**config.mk**
```make
export PLATFORM = sky130hd
export DESIGN_NAME = cicif_dev_flat
export DESIGN_NICKNAME = d
export VERILOG_FILES = /design/src/cicif_pkg.sv /design/src/cicif_link_if.sv /design/src/cicif_core.sv /design/src/cicif_dev.sv /design/src/flat_wrapper.sv
export SDC_FILE = /design/constraint.sdc
export NUM_CORES = 1
export LEC_CHECK = 0
export ABC_AREA = 1
export ABC_CLOCK_PERIOD_IN_PS = 5900
export BUFFER_PORTS_ARGS = -buffer_cell sky130_fd_sc_hd__clkbuf_2
export CORE_AREA = 2 2 223 225
export DETAILED_ROUTE_END_ITERATION = 6
export DIE_AREA = 0 0 225 227
export SLEW_MARGIN = 15
export SYNTH_ARGS = -nofsm -noshare
export SYNTH_HDL_FRONTEND = slang
export SYNTH_SLANG_ARGS = --single-unit
```
**constraint.sdc**
```tcl
create_clock -name clk -period 5.9 [get_ports clk]
set_input_delay 1.475 -clock clk [delete_from_list [all_inputs] [get_ports clk]]
set_output_delay 1.475 -clock clk [all_outputs]
set_load 0.01 [all_outputs]
```
**src/cicif_pkg.sv**
```systemverilog
/*
 * Shared constants for the comb interpolation filter link: word and frame
 * sizes, reset values, host register map and link timing.
 * Assumes a 50 MHz system clock on both ends of the link.
 */
`default_nettype none

package cicif_pkg;

    // ----------------------------------------------------------------
    // Word, frame and arithmetic sizes
    // ----------------------------------------------------------------
    localparam int unsigned LP_WORD_W = 16;
    localparam logic [4:0] LP_FRAME_BITS = 5'h10;
    localparam logic [4:0] LP_CNT_MAX = 5'h1f;
    localparam logic [15:0] LP_MID_SCALE = 16'h0000;
    localparam int unsigned LP_ACC_W = 32;
    localparam int unsigned LP_ACC_MIN_W = 30;

    // ----------------------------------------------------------------
    // Frame phases and reset values
    // ----------------------------------------------------------------
    localparam logic [3:0] LP_PH_LOAD = 4'h1;
    localparam logic [3:0] LP_PH_RST = 4'h2;
    localparam logic [3:0] LP_PH_MASK = 4'hf;
    localparam logic [3:0] LP_WORD_FRAME_SYNC_HIGH_BIT = 4'h8;
    localparam logic [3:0] LP_BIT_IDLE = 4'hf;
    localparam logic [1:0] LP_RATE_RST = 2'h0;

    // ----------------------------------------------------------------
    // Link timing
    // ----------------------------------------------------------------
    localparam int unsigned LP_CLK_PERIOD_NS = 20;
    localparam int unsigned LP_SCLK_PERIOD_NS = 160;
    localparam int unsigned LP_SCLK_HALF_CYC = LP_SCLK_PERIOD_NS / (2 * LP_CLK_PERIOD_NS);
    localparam int unsigned LP_SCLK_HALF_MIN = 2;

    // ----------------------------------------------------------------
    // Host register map (byte addresses) and fields
    // ----------------------------------------------------------------
    localparam logic [3:0] LP_OFS_CTRL = 4'h0;
    localparam logic [3:0] LP_OFS_DATA = 4'h4;
    localparam logic [3:0] LP_OFS_STAT = 4'h8;
    localparam int unsigned LP_CTRL_W = 6;
    localparam logic [5:0] LP_CTRL_RST = 6'h00;
    localparam int unsigned LP_CB_RUN = 0;
    localparam int unsigned LP_CB_BYP_N = 1;
    localparam int unsigned LP_CB_FRST_N = 2;
    localparam int unsigned LP_CB_RATE_LO = 3;
    localparam int unsigned LP_CB_RATE_HI = 4;
    localparam int unsigned LP_CB_MUTE_N = 5;
    localparam logic [31:0] LP_RDATA_RST = 32'h0000_0000;

    // ----------------------------------------------------------------
    // Device pin sampling vector positions
    // ----------------------------------------------------------------
    localparam int unsigned LP_PIN_N = 8;
    localparam int unsigned LP_PIN_SCLK = 0;
    localparam int unsigned LP_PIN_FS = 1;
    localparam int unsigned LP_PIN_SD = 2;
    localparam int unsigned LP_PIN_BYP_N = 3;
    localparam int unsigned LP_PIN_FRST_N = 4;
    localparam int unsigned LP_PIN_RATE_LO = 5;
    localparam int unsigned LP_PIN_RATE_HI = 6;
    localparam int unsigned LP_PIN_MUTE_N = 7;

    typedef enum logic {
        BUS_IDLE = 1'b0,
        BUS_ACK = 1'b1
    } cicif_bus_t;

endpackage

`default_nettype wire

```
**src/cicif_link_if.sv**
```systemverilog
/*
 * Serial word link between the host and the interpolating device.
 * All signals are plain levels driven by the host end only.
 */
`default_nettype none

interface cicif_link_if;
    logic sclk;
    logic word_frame_sync;
    logic serial_data_in;
    logic filter_bypass_n;
    logic filter_reset_n;
    logic rate_select_hi;
    logic rate_select_lo;
    logic output_mute_n;

    modport host (
        output sclk,
        output word_frame_sync,
        output serial_data_in,
        output filter_bypass_n,
        output filter_reset_n,
        output rate_select_hi,
        output rate_select_lo,
        output output_mute_n
    );

    modport dev (
        input sclk,
        input word_frame_sync,
        input serial_data_in,
        input filter_bypass_n,
        input filter_reset_n,
        input rate_select_hi,
        input rate_select_lo,
        input output_mute_n
    );
endinterface

`default_nettype wire

```
**src/cicif_core.sv**
```systemverilog
/*
 * Third-order comb interpolator in recursive form: comb differences at the
 * word rate, three integrators at the oversampled rate.
 * Assumes load and tick are one-cycle strobes from the device frame logic.
 */
`default_nettype none

module cicif_core
    import cicif_pkg::*;
#(
    parameter int unsigned W = LP_ACC_W
) (
    input wire logic clk,
    input wire logic rst_b,
    input wire logic clr,
    input wire logic load,
    input wire logic tick,
    input wire logic [1:0] rate,
    input wire logic [15:0] x_in,
    output logic [15:0] y_out
);

    if (W < LP_ACC_MIN_W) begin : g_bad_w
        $error("cicif_core: accumulator width too small");
    end

    function automatic logic signed [W-1:0] sext(input logic [15:0] v);
        sext = {{(W - 16){v[15]}}, v};
    endfunction

    logic [15:0] x1_q, x2_q, x3_q, x1_d, x2_d, x3_d;
    logic signed [W-1:0] i1_q, i2_q, i3_q, i1_d, i2_d, i3_d;
    logic signed [W-1:0] c3, inj, shifted;
    logic [2:0] k;

    // ----------------------------------------------------------------
    // Next state
    // ----------------------------------------------------------------
    always_comb begin
        k = {1'b0, rate} + 3'h1;
        c3 = sext(x_in) - ((sext(x1_q) <<< 1) + sext(x1_q))
            + ((sext(x2_q) <<< 1) + sext(x2_q)) - sext(x3_q);
        inj = load ? (c3 <<< k) : '0;
        x1_d = x1_q;
        x2_d = x2_q;
        x3_d = x3_q;
        i1_d = i1_q;
        i2_d = i2_q;
        i3_d = i3_q;
        if (clr) begin
            x1_d = LP_MID_SCALE;
            x2_d = LP_MID_SCALE;
            x3_d = LP_MID_SCALE;
            i1_d = '0;
            i2_d = '0;
            i3_d = '0;
        end else if (tick) begin
            i1_d = i1_q + inj;
            i2_d = i2_q + i1_q;
            i3_d = i3_q + i2_q;
            if (load) begin
                x1_d = x_in;
                x2_d = x1_q;
                x3_d = x2_q;
            end
        end
        // Divide by N cubed; wraparound is harmless
        shifted = i3_q >>> (3 * k);
        y_out = shifted[15:0];
    end

    always_ff @(posedge clk or negedge rst_b) begin
        if (!rst_b) begin
            x1_q <= LP_MID_SCALE;
            x2_q <= LP_MID_SCALE;
            x3_q <= LP_MID_SCALE;
            i1_q <= '0;
            i2_q <= '0;
            i3_q <= '0;
        end else begin
            x1_q <= x1_d;
            x2_q <= x2_d;
            x3_q <= x3_d;
            i1_q <= i1_d;
            i2_q <= i2_d;
            i3_q <= i3_d;
        end
    end

endmodule // cicif_core

`default_nettype wire

```
**src/cicif_dev.sv**
```systemverilog
/*
 * Device end: samples the serial word link, frames input words, runs the
 * comb interpolator and drives the converter latch word.
 * Assumes all link pins are asynchronous to clk and that the link clock
 * half period spans at least two clk cycles.
 */
// Our own choices: the Avalon-MM slave port and the register addresses.
//
// Contract
// - Three cascaded moving-sum combs, normalised
// - Output lags input by two frames
// - Repeated word yields that word out
// - Recursive form, valid with 16 clocks
// - Host keeps bit clock continuous
// - Any count only in release frame
// - Latch updates every 16/N bit clocks
// - One word per 16 bit clocks
// - Uses current and three previous words
// - History starts at mid-scale
// - Host keeps oversampled rate within limit
// - Bypass takes holding register directly
// - Filter runs on during bypass
// - Mute forces mid-scale after frame
// - Filter off gives raw words
// - Filter reset drives mid-scale
// - Rate codes give 2x to 16x
// - MSB first shift, frame latch
// - Wrong bit count triggers filter reset
// - Filter reset clears filter only
// - Two's complement, zero is mid-scale
`default_nettype none

module cicif_dev
    import cicif_pkg::*;
(
    input wire logic clk,
    input wire logic rst_b,
    cicif_link_if.dev link,
    output logic [15:0] dac_word,
    output logic dac_strobe,
    output logic frame_error
);

    // ----------------------------------------------------------------
    // Pin synchronisers
    // ----------------------------------------------------------------
    logic [LP_PIN_N-1:0] pin_raw, pin_s1_q, pin_s2_q;
    logic sclk_prev_q;

    assign pin_raw[LP_PIN_SCLK] = link.sclk;
    assign pin_raw[LP_PIN_FS] = link.word_frame_sync;
    assign pin_raw[LP_PIN_SD] = link.serial_data_in;
    assign pin_raw[LP_PIN_BYP_N] = link.filter_bypass_n;
    assign pin_raw[LP_PIN_FRST_N] = link.filter_reset_n;
    assign pin_raw[LP_PIN_RATE_LO] = link.rate_select_lo;
    assign pin_raw[LP_PIN_RATE_HI] = link.rate_select_hi;
    assign pin_raw[LP_PIN_MUTE_N] = link.output_mute_n;

    // Control pins reset low, as they must be held at power up
    always_ff @(posedge clk or negedge rst_b) begin
        if (!rst_b) begin
            pin_s1_q <= '0;
            pin_s2_q <= '0;
            sclk_prev_q <= 1'b0;
        end else begin
            pin_s1_q <= pin_raw;
            pin_s2_q <= pin_s1_q;
            sclk_prev_q <= pin_s2_q[LP_PIN_SCLK];
        end
    end

    logic sclk_rise, fs_s, sd_s, byp_n, frst_n, mute_n;
    logic [1:0] rate_pins;

    assign sclk_rise = pin_s2_q[LP_PIN_SCLK] & ~sclk_prev_q;
    assign fs_s = pin_s2_q[LP_PIN_FS];
    assign sd_s = pin_s2_q[LP_PIN_SD];
    assign byp_n = pin_s2_q[LP_PIN_BYP_N];
    assign frst_n = pin_s2_q[LP_PIN_FRST_N];
    assign mute_n = pin_s2_q[LP_PIN_MUTE_N];
    assign rate_pins = {pin_s2_q[LP_PIN_RATE_HI], pin_s2_q[LP_PIN_RATE_LO]};

    // ----------------------------------------------------------------
    // Framing and output state
    // ----------------------------------------------------------------
    logic [15:0] sreg_q, sreg_d, hold_q, hold_d, dac_q, dac_d;
    logic fs_prev_q, fs_prev_d, first_q, first_d;
    logic stb_q, stb_d, err_q, err_d;
    logic [3:0] ph_q, ph_d, step_mask;
    logic [4:0] cnt_q, cnt_d;
    logic [1:0] rate_q, rate_d;
    logic boundary, bad_frame, word_ev, f_load, f_tick, f_clr;
    logic [15:0] f_y;

    always_comb begin
        sreg_d = sreg_q;
        hold_d = hold_q;
        dac_d = dac_q;
        fs_prev_d = fs_prev_q;
        first_d = first_q;
        ph_d = ph_q;
        cnt_d = cnt_q;
        rate_d = rate_q;
        stb_d = 1'b0;
        err_d = 1'b0;

        // Falling frame sync seen at a bit clock rise
        boundary = sclk_rise & fs_prev_q & ~fs_s;
        bad_frame = boundary & ~first_q & (cnt_q != LP_FRAME_BITS);
        // Third rise after the frame sync fall: 2.5 bit clocks
        word_ev = sclk_rise & (ph_q == LP_PH_LOAD);
        step_mask = LP_PH_MASK >> ({1'b0, rate_q} + 3'h1);
        // One new word per frame enters the filter
        f_load = word_ev;
        f_tick = sclk_rise & (((ph_q - LP_PH_LOAD) & step_mask) == 4'h0);
        // Pin reset clears filter, not the serial input
        f_clr = ~frst_n | bad_frame;

        if (sclk_rise) begin
            // MSB first, last 16 bits kept
            sreg_d = {sreg_q[14:0], sd_s};
            fs_prev_d = fs_s;
            if (boundary) begin
                hold_d = sreg_q;
                ph_d = 4'h0;
                cnt_d = 5'h01;
                first_d = 1'b0;
            end else begin
                ph_d = ph_q + 4'h1;
                if (cnt_q != LP_CNT_MAX) begin
                    cnt_d = cnt_q + 5'h01;
                end
            end
        end

        // Release frame may hold any count
        if (!frst_n) begin
            first_d = 1'b1;
        end

        // Rate taken only while filter is in reset
        if (f_clr) begin
            rate_d = rate_pins;
        end

        if (bad_frame) begin
            err_d = 1'b1;
        end

        // Mute outranks every other mode
        if (!mute_n) begin
            if (word_ev) begin
                dac_d = LP_MID_SCALE;
                stb_d = 1'b1;
            end
        end else if (!byp_n) begin
            if (word_ev) begin
                dac_d = hold_q;
                stb_d = 1'b1;
            end
        end else if (!frst_n) begin
            // Mid-scale on each bit clock rise
            if (sclk_rise) begin
                dac_d = LP_MID_SCALE;
                stb_d = 1'b1;
            end
        end else begin
            // Filtered words at N per frame
            if (f_tick) begin
                dac_d = f_y;
                stb_d = 1'b1;
            end
        end
    end

    always_ff @(posedge clk or negedge rst_b) begin
        if (!rst_b) begin
            sreg_q <= LP_MID_SCALE;
            hold_q <= LP_MID_SCALE;
            dac_q <= LP_MID_SCALE;
            fs_prev_q <= 1'b0;
            first_q <= 1'b1;
            ph_q <= LP_PH_RST;
            cnt_q <= 5'h00;
            rate_q <= LP_RATE_RST;
            stb_q <= 1'b0;
            err_q <= 1'b0;
        end else begin
            sreg_q <= sreg_d;
            hold_q <= hold_d;
            dac_q <= dac_d;
            fs_prev_q <= fs_prev_d;
            first_q <= first_d;
            ph_q <= ph_d;
            cnt_q <= cnt_d;
            rate_q <= rate_d;
            stb_q <= stb_d;
            err_q <= err_d;
        end
    end

    // ----------------------------------------------------------------
    // Interpolator
    // ----------------------------------------------------------------
    // Comb cascade, history at code zero
    cicif_core #(
        .W(LP_ACC_W)
    ) u_core (
        .clk(clk),
        .rst_b(rst_b),
        .clr(f_clr),
        .load(f_load),
        .tick(f_tick),
        .rate(rate_q),
        .x_in(hold_q),
        .y_out(f_y)
    );

    assign dac_word = dac_q;
    assign dac_strobe = stb_q;
    assign frame_error = err_q;

endmodule // cicif_dev

`default_nettype wire

```
**src/flat_wrapper.sv**
```systemverilog
// flat-port wrapper written by rule: the top's interface ports become plain ports
module cicif_dev_flat import cicif_pkg::*;
  (clk, rst_b, dac_word, dac_strobe, frame_error, link_sclk, link_word_frame_sync, link_serial_data_in, link_filter_bypass_n, link_filter_reset_n, link_rate_select_hi, link_rate_select_lo, link_output_mute_n);
  cicif_link_if link_i ();
  input wire logic clk;
  input wire logic rst_b;
  output logic [15:0] dac_word;
  output logic dac_strobe;
  output logic frame_error;
  input wire logic [$bits(link_i.sclk)-1:0] link_sclk;
  input wire logic [$bits(link_i.word_frame_sync)-1:0] link_word_frame_sync;
  input wire logic [$bits(link_i.serial_data_in)-1:0] link_serial_data_in;
  input wire logic [$bits(link_i.filter_bypass_n)-1:0] link_filter_bypass_n;
  input wire logic [$bits(link_i.filter_reset_n)-1:0] link_filter_reset_n;
  input wire logic [$bits(link_i.rate_select_hi)-1:0] link_rate_select_hi;
  input wire logic [$bits(link_i.rate_select_lo)-1:0] link_rate_select_lo;
  input wire logic [$bits(link_i.output_mute_n)-1:0] link_output_mute_n;
  assign link_i.sclk = link_sclk;
  assign link_i.word_frame_sync = link_word_frame_sync;
  assign link_i.serial_data_in = link_serial_data_in;
  assign link_i.filter_bypass_n = link_filter_bypass_n;
  assign link_i.filter_reset_n = link_filter_reset_n;
  assign link_i.rate_select_hi = link_rate_select_hi;
  assign link_i.rate_select_lo = link_rate_select_lo;
  assign link_i.output_mute_n = link_output_mute_n;
  cicif_dev u_core (.clk(clk), .rst_b(rst_b), .link(link_i), .dac_word(dac_word), .dac_strobe(dac_strobe), .frame_error(frame_error));
endmodule
```
Word-level counts from Yosys, hierarchy flattened:

Index checks and enable logic that the tools add are counted.

* flip-flop bits (word level): 224
* input port bits: 10
* logic and storage cells: 101

* add/subtract/negate cells: 12
* $mul: 1
* eq/ne operators: 7
* shift operators: 3
* multiplexer cells: 35
* bitwise logic cells: 13
* reductions and logical operators: 11

Operator list (number)
* 16-bit two-way mux: 15
* 32-bit two-way mux: 7
* 32-bit adder: 3
* 17-bit by 16-bit adder with 18-bit output: 2
* 32-bit by 3-bit <<< shifter with 32-bit output: 1
* 32-bit by 5-bit >>> shifter with 16-bit output: 1
* 20-bit by 16-bit subtractor with 21-bit output: 1
* 19-bit by 18-bit adder with 20-bit output: 1
* 16-bit by 18-bit subtractor with 19-bit output: 1
* 1-bit two-way mux: 10
* 5-bit two-way mux: 2
* 5-bit inequality test (second input constant): 2
* 2-bit nonzero test: 5
* 4-bit inequality test (second input constant): 2
* 2-bit AND reduction: 4
* 1-bit bitwise AND: 7
* 5-bit by 1-bit adder with 5-bit output (second input constant): 1
* 2-bit by 3-bit multiplier with 5-bit output (first input constant): 1
* 4-bit by 1-bit adder with 4-bit output (second input constant): 1
* 4-bit bitwise AND: 1
* 4-bit by 1-bit equality test with 1-bit output (second input constant): 1
* 4-bit zero test: 1
* 4-bit two-way mux: 1
* 2-bit inequality test (second input constant): 2
* other kinds (6): 9

Logic depth before layout (Yosys ltp):

* depth in word-level cells: 9
* mapped depth: 36
* depth with buffers taken out: 36

Modules after synthesis:

A second synthesis with hierarchy kept.

* cells, all modules: 2798
* area total of the unflattened synthesis: 19404.9 µm²

By module, submodules not included
* cicif_core: instances 1, cells each 2440, area an instance 16012.9 µm²
* cicif_dev: instances 1, cells each 358, area an instance 3392.0 µm²

Least setup slack after synthesis:

No wires, ideal clock.

* path kind: register to register
* start point: reg u_core.u_core.x1_q[8]
* end point: reg u_core.u_core.i1_q[28]
* library setup time: 0.126 ns
* data arrival time: 4.794 ns
* required time: 5.774 ns
* slack: 0.979 ns
* cell stages (with the launch flop): 28
* path buffers: 0
* period minus slack after synthesis: 4.921 ns
* cell sequence: dfrtp_1 -> inv_1 -> fa_1 -> fa_1 -> inv_1 -> fa_1 -> inv_1 -> ha_1 -> nand2_1 -> inv_1 -> a21oi_1 -> nor2_1 -> nor2_1 -> nand2_1 -> or2_2 -> nand3_1 -> nand3_1 -> nand3_1 -> o21ai_0 -> ha_1 -> nand2_1 -> nor2_1 -> a21oi_1 -> or2_2 -> nand4_1 -> nand2_1 -> nand2_1 -> o21ai_0

* cells in the longest elaborated chain, start to end: 9

Ends and longest elaborated chain
* start, declared: RTL line cicif_core.sv:31 `logic [15:0] x1_q, x2_q, x3_q, x1_d, x2_d, x3_d;`
* start signal, assigned: RTL line cicif_core.sv:74 `x1_q <= LP_MID_SCALE;`
* start signal, assigned: RTL line cicif_core.sv:81 `x1_q <= x1_d;`
* 17-bit by 16-bit adder with 18-bit output: RTL line cicif_core.sv:41 `c3 = sext(x_in) - ((sext(x1_q) <<< 1) + sext(x1_q))`
* 16-bit by 18-bit subtractor with 19-bit output: RTL line cicif_core.sv:41
* 19-bit by 18-bit adder with 20-bit output: RTL line cicif_core.sv:42 `+ ((sext(x2_q) <<< 1) + sext(x2_q)) - sext(x3_q);`
* 20-bit by 16-bit subtractor with 21-bit output: RTL line cicif_core.sv:42
* 32-bit by 3-bit <<< shifter with 32-bit output: RTL line cicif_core.sv:43 `inj = load ? (c3 <<< k) : '0;`
* 32-bit two-way mux: RTL line cicif_core.sv:43
* 32-bit adder: RTL line cicif_core.sv:58 `i1_d = i1_q + inj;`
* 32-bit two-way mux: RTL line cicif_core.sv:57 `end else if (tick) begin`
* 32-bit two-way mux: RTL line cicif_core.sv:50 `if (clr) begin`
* end signal, assigned: RTL line cicif_core.sv:84 `i1_q <= i1_d;`
* end, declared: RTL line cicif_core.sv:32 `logic signed [W-1:0] i1_q, i2_q, i3_q, i1_d, i2_d, i3_d;`

No other way between the ends. The select of a mux whose other input is x is not followed.
A chain may end at the register's enable or synchronous reset.

Final worst setup path:

* start point: reg u_core.u_core.x2_q[0]
* end point: reg u_core.u_core.i1_q[25]

* cells in the longest elaborated chain, start to end: 8

Ends and longest elaborated chain
* start, declared: RTL line cicif_core.sv:31
* start signal, assigned: RTL line cicif_core.sv:75 `x2_q <= LP_MID_SCALE;`
* start signal, assigned: RTL line cicif_core.sv:82 `x2_q <= x2_d;`
* 17-bit by 16-bit adder with 18-bit output: RTL line cicif_core.sv:42
* 19-bit by 18-bit adder with 20-bit output: RTL line cicif_core.sv:42
* 20-bit by 16-bit subtractor with 21-bit output: RTL line cicif_core.sv:42
* 32-bit by 3-bit <<< shifter with 32-bit output: RTL line cicif_core.sv:43
* 32-bit two-way mux: RTL line cicif_core.sv:43
* 32-bit adder: RTL line cicif_core.sv:58
* 32-bit two-way mux: RTL line cicif_core.sv:57
* 32-bit two-way mux: RTL line cicif_core.sv:50

No other way between the ends. The select of a mux whose other input is x is not followed.

==> run summary <==
router iterations before antenna repair = 6
EDFF count, synth = 0
max incr delay on CP = 0.56 ns
initial drt markers = 1354
highest clock rate = 0.180 GHz
largest net degree at the start of global routing = 91
final core occ = 0.431
DPL Wire Length = 44300 um
Cell Area, Synth = 18800 um2
vias = 17800
P per Cell Area = 274 nW/um2
CP endpoint kind = register
hold crit path type = register to register
register area = 5610 um2
crit-path max FO = 6
most frequent cell after synthesis = nand2_1
initial antenna violation count = 0
first-pass GRT wire length = 92300 um
Multi-input gate area = 11800 um2
Via density = 5.32
Final Max Slew Viols = 0
grt total ovfl = 0
required time worst endpoint = 6.40 ns
net count after synthesis = 2905
worst slack at placement = 0.0944 ns
area share of the largest cell type after synthesis = 0.295
commonest cells in the netlist = 753 x nand2_1, 357 x inv_1, 222 x dfrtp_1, 209 x nand3_1, 201 x o21ai_0
Yosys reg bits = 224
drc violations = 0
vias in the first global route = 17000
worst hold slack = 0.349 ns
top_reg_cell synth = dfrtp_1
Max Buffers Root-to-Sink = 3
total power draw = 5.72 mW
Antenna Violating Nets Remaining = 0
DP Cell Count = 3292
crit path time final = 5.55 ns
# fillers = 5042
H-tree depth = 1
Worst Clk Skew = 0.0151 ns
detail-routed net length per standard cell = 17.0 um
slowest stage cell, crit path = fa_1
CTS tree = done
final hold viol count = 0
overall routing resource usage = 0.227
GP Congestion = 0.947
total clock sinks = 224
Horiz. Die Dim = 225 um
startpoint types = register
Clock Pin Slew Worst Setup and Hold Paths = 0.06 ns
Layout area overhead = 10.9%
Async SR Flop Fraction = 1.00
Detailed Route WL = 57000 um
Synth cell types = 51
leak pwr = 10.2 nW
Die Y = 227 um
RSZ-0062 raised after global routing = true
worst vdd ir = 193 uV
Max Cap Viol = 0
Setup-failing EPs final = 0
sequential fraction of the synthesis area = 0.298
Tcrit/Tclk final = 0.940
Finished Layout Cells = 3351
measured slew at the worst slew-check pin = 0.861 ns
Core Region = 48500 um2
share of layout cells above drive strength 1 = 0.0733
I/O Buffers = 27
Final #Nets = 2914
Num CTS Buffers = 28
area leader, netlist = dfrtp_1
CP arrival = 6.05 ns
hold buffers post-CTS = 0
Post-Synthesis Cells = 2698
final worst slack = 0.354 ns
Worst-Skew Late Latency = 0.58 ns
Syn Area/Cell = 6.99 um2
Crit Path Class = register to register
IO Pins = 28
root buf cell = clkbuf_16
yosys warns = 0
initial core utilization = 0.388
Rows = 81
antenna diode instance count = 0
largest cells by area after synthesis = dfrtp_1 29%, nand2_1 15%, ha_1 8.6%
status = finished clean
full die area = 51100 um2
Max transition margin = 0.425
## stage by stage
stage	setup TNS, ns	area [um2]
final	0	20900
after global routing	-0.0734	20900
after CTS	0	20600
after detailed placement	0	19600
after global placement	-0.0222	19600
after floorplan	0	18800
## layout by cell type (no fill, tap or decap), types with 7 or more instances in the layout
master	Yosys	routed
clkbuf_1	31	7
o21ai_1	63	75
a21oi_2	0	14
a31oi_1	8	7
inv_1	357	351
nor2_2	3	9
o211ai_1	14	14
nand4_1	15	15
nand3_1	209	204
clkbuf_2	0	26
ha_1	129	118
nand2_1	753	747
inv_2	10	16
fa_1	68	68
o21bai_1	11	10
xnor2_1	12	10
buf_4	7	29
a21oi_1	200	186
clkbuf_16	0	28
o31ai_1	7	7
nor4_1	10	9
dfrtp_1	222	221
nor3_1	21	20
nand2_2	4	10
nand3b_1	14	14
o21ai_0	201	184
a21o_1	8	8
nor2_1	159	149
o22ai_1	60	60
xor2_1	13	12
## path summary, 6_finish.rpt
path / to / cells after the start / slack (ns) / from
worst max-delay path: u_core.u_core.i1_q[25] / 31 / 0.35 / u_core.u_core.x2_q[0]
worst min-delay path: u_core.pin_s2_q[4] / 0 / 0.35 / u_core.pin_s1_q[4]
worst max register to register: u_core.u_core.i1_q[25] / 31 / 0.35 / u_core.u_core.x2_q[0]
worst min register to register: u_core.pin_s2_q[4] / 0 / 0.35 / u_core.pin_s1_q[4]
max in group asynchronous: u_core.u_core.i3_q[24] / 2 / 3.84 / rst_b
min in group asynchronous: u_core.u_core.x3_q[3] / 1 / 0.89 / rst_b
## flip-flops by register name, indices dropped and copies added, names as in the netlist, 5 cells and up
signal / count
u_core.u_core.x2_q: 16
u_core.dac_word: 16
u_core.u_core.i3_q: 32
u_core.u_core.i1_q: 32
u_core.u_core.i2_q: 32
u_core.u_core.x3_q: 16
u_core.u_core.x1_q: 16
u_core.hold_q: 16
u_core.sreg_q: 16
u_core.pin_s2_q: 8
u_core.cnt_q: 5
u_core.pin_s1_q: 8
## metal layers
layer	vias to the layer above	part of all wire	track usage
li1	8911	-	-
met1	8420	0.47	0.314
met2	422	0.46	0.378
met3	90	0.040	0.0210
met4	0	0.032	0.0671
met5	-	0	0
## final cells by class
cell class | count | share of cell area
multi-input cells | 2028 | 0.564
flip-flops and latches | 224 | 0.268
inverters | 367 | 0.0659
clock buffers | 41 | 0.0387
well taps | 622 | 0.0372
repair buffers | 58 | 0.0193
clock inverters | 11 | 0.00694
## worst max-delay path, delay by kind of cell, from the launching register on
family	cells	cell delay (ns)
buffers and inverters	6	0.50
AO/OA/AOI/OAI	5	0.92
flip-flops	1	0.32
AND/OR/NAND/NOR	14	1.38
adder cells (fa/ha/maj)	6	2.34
## repair_timing
| item | in CTS | in global routing |
|---|---|---|
| setup endpoints to repair | 0 | 20 |
| setup buffers | 0 | 6 |
| resized for setup | 0 | 86 |
## where the power goes
group / switching [mW] / internal [mW] / total, mW / leakage [nW]
logic: 1.48 / 0.700 / 2.18 / 6.71
clock network: 0.717 / 1.08 / 1.80 / 0.473
registers: 0.0859 / 1.66 / 1.74 / 3.04
total: 2.29 / 3.43 / 5.72 / 10.2
## kinds of logic (layout without fill, tap and decap cells)
group	count (synthesis)	after routing	share of synthesized area
AND/OR/NAND/NOR	1209	1209	0.267
AO/OA/AOI/OAI	596	596	0.172
buffers and inverters	446	477	0.0931
flip-flops	224	224	0.298
adder cells (fa/ha/maj)	197	197	0.158
XOR/XNOR	25	25	0.0116
multiplexers	1	1	0.000531
No activity file was read; power rests on OpenSTA's default activity.
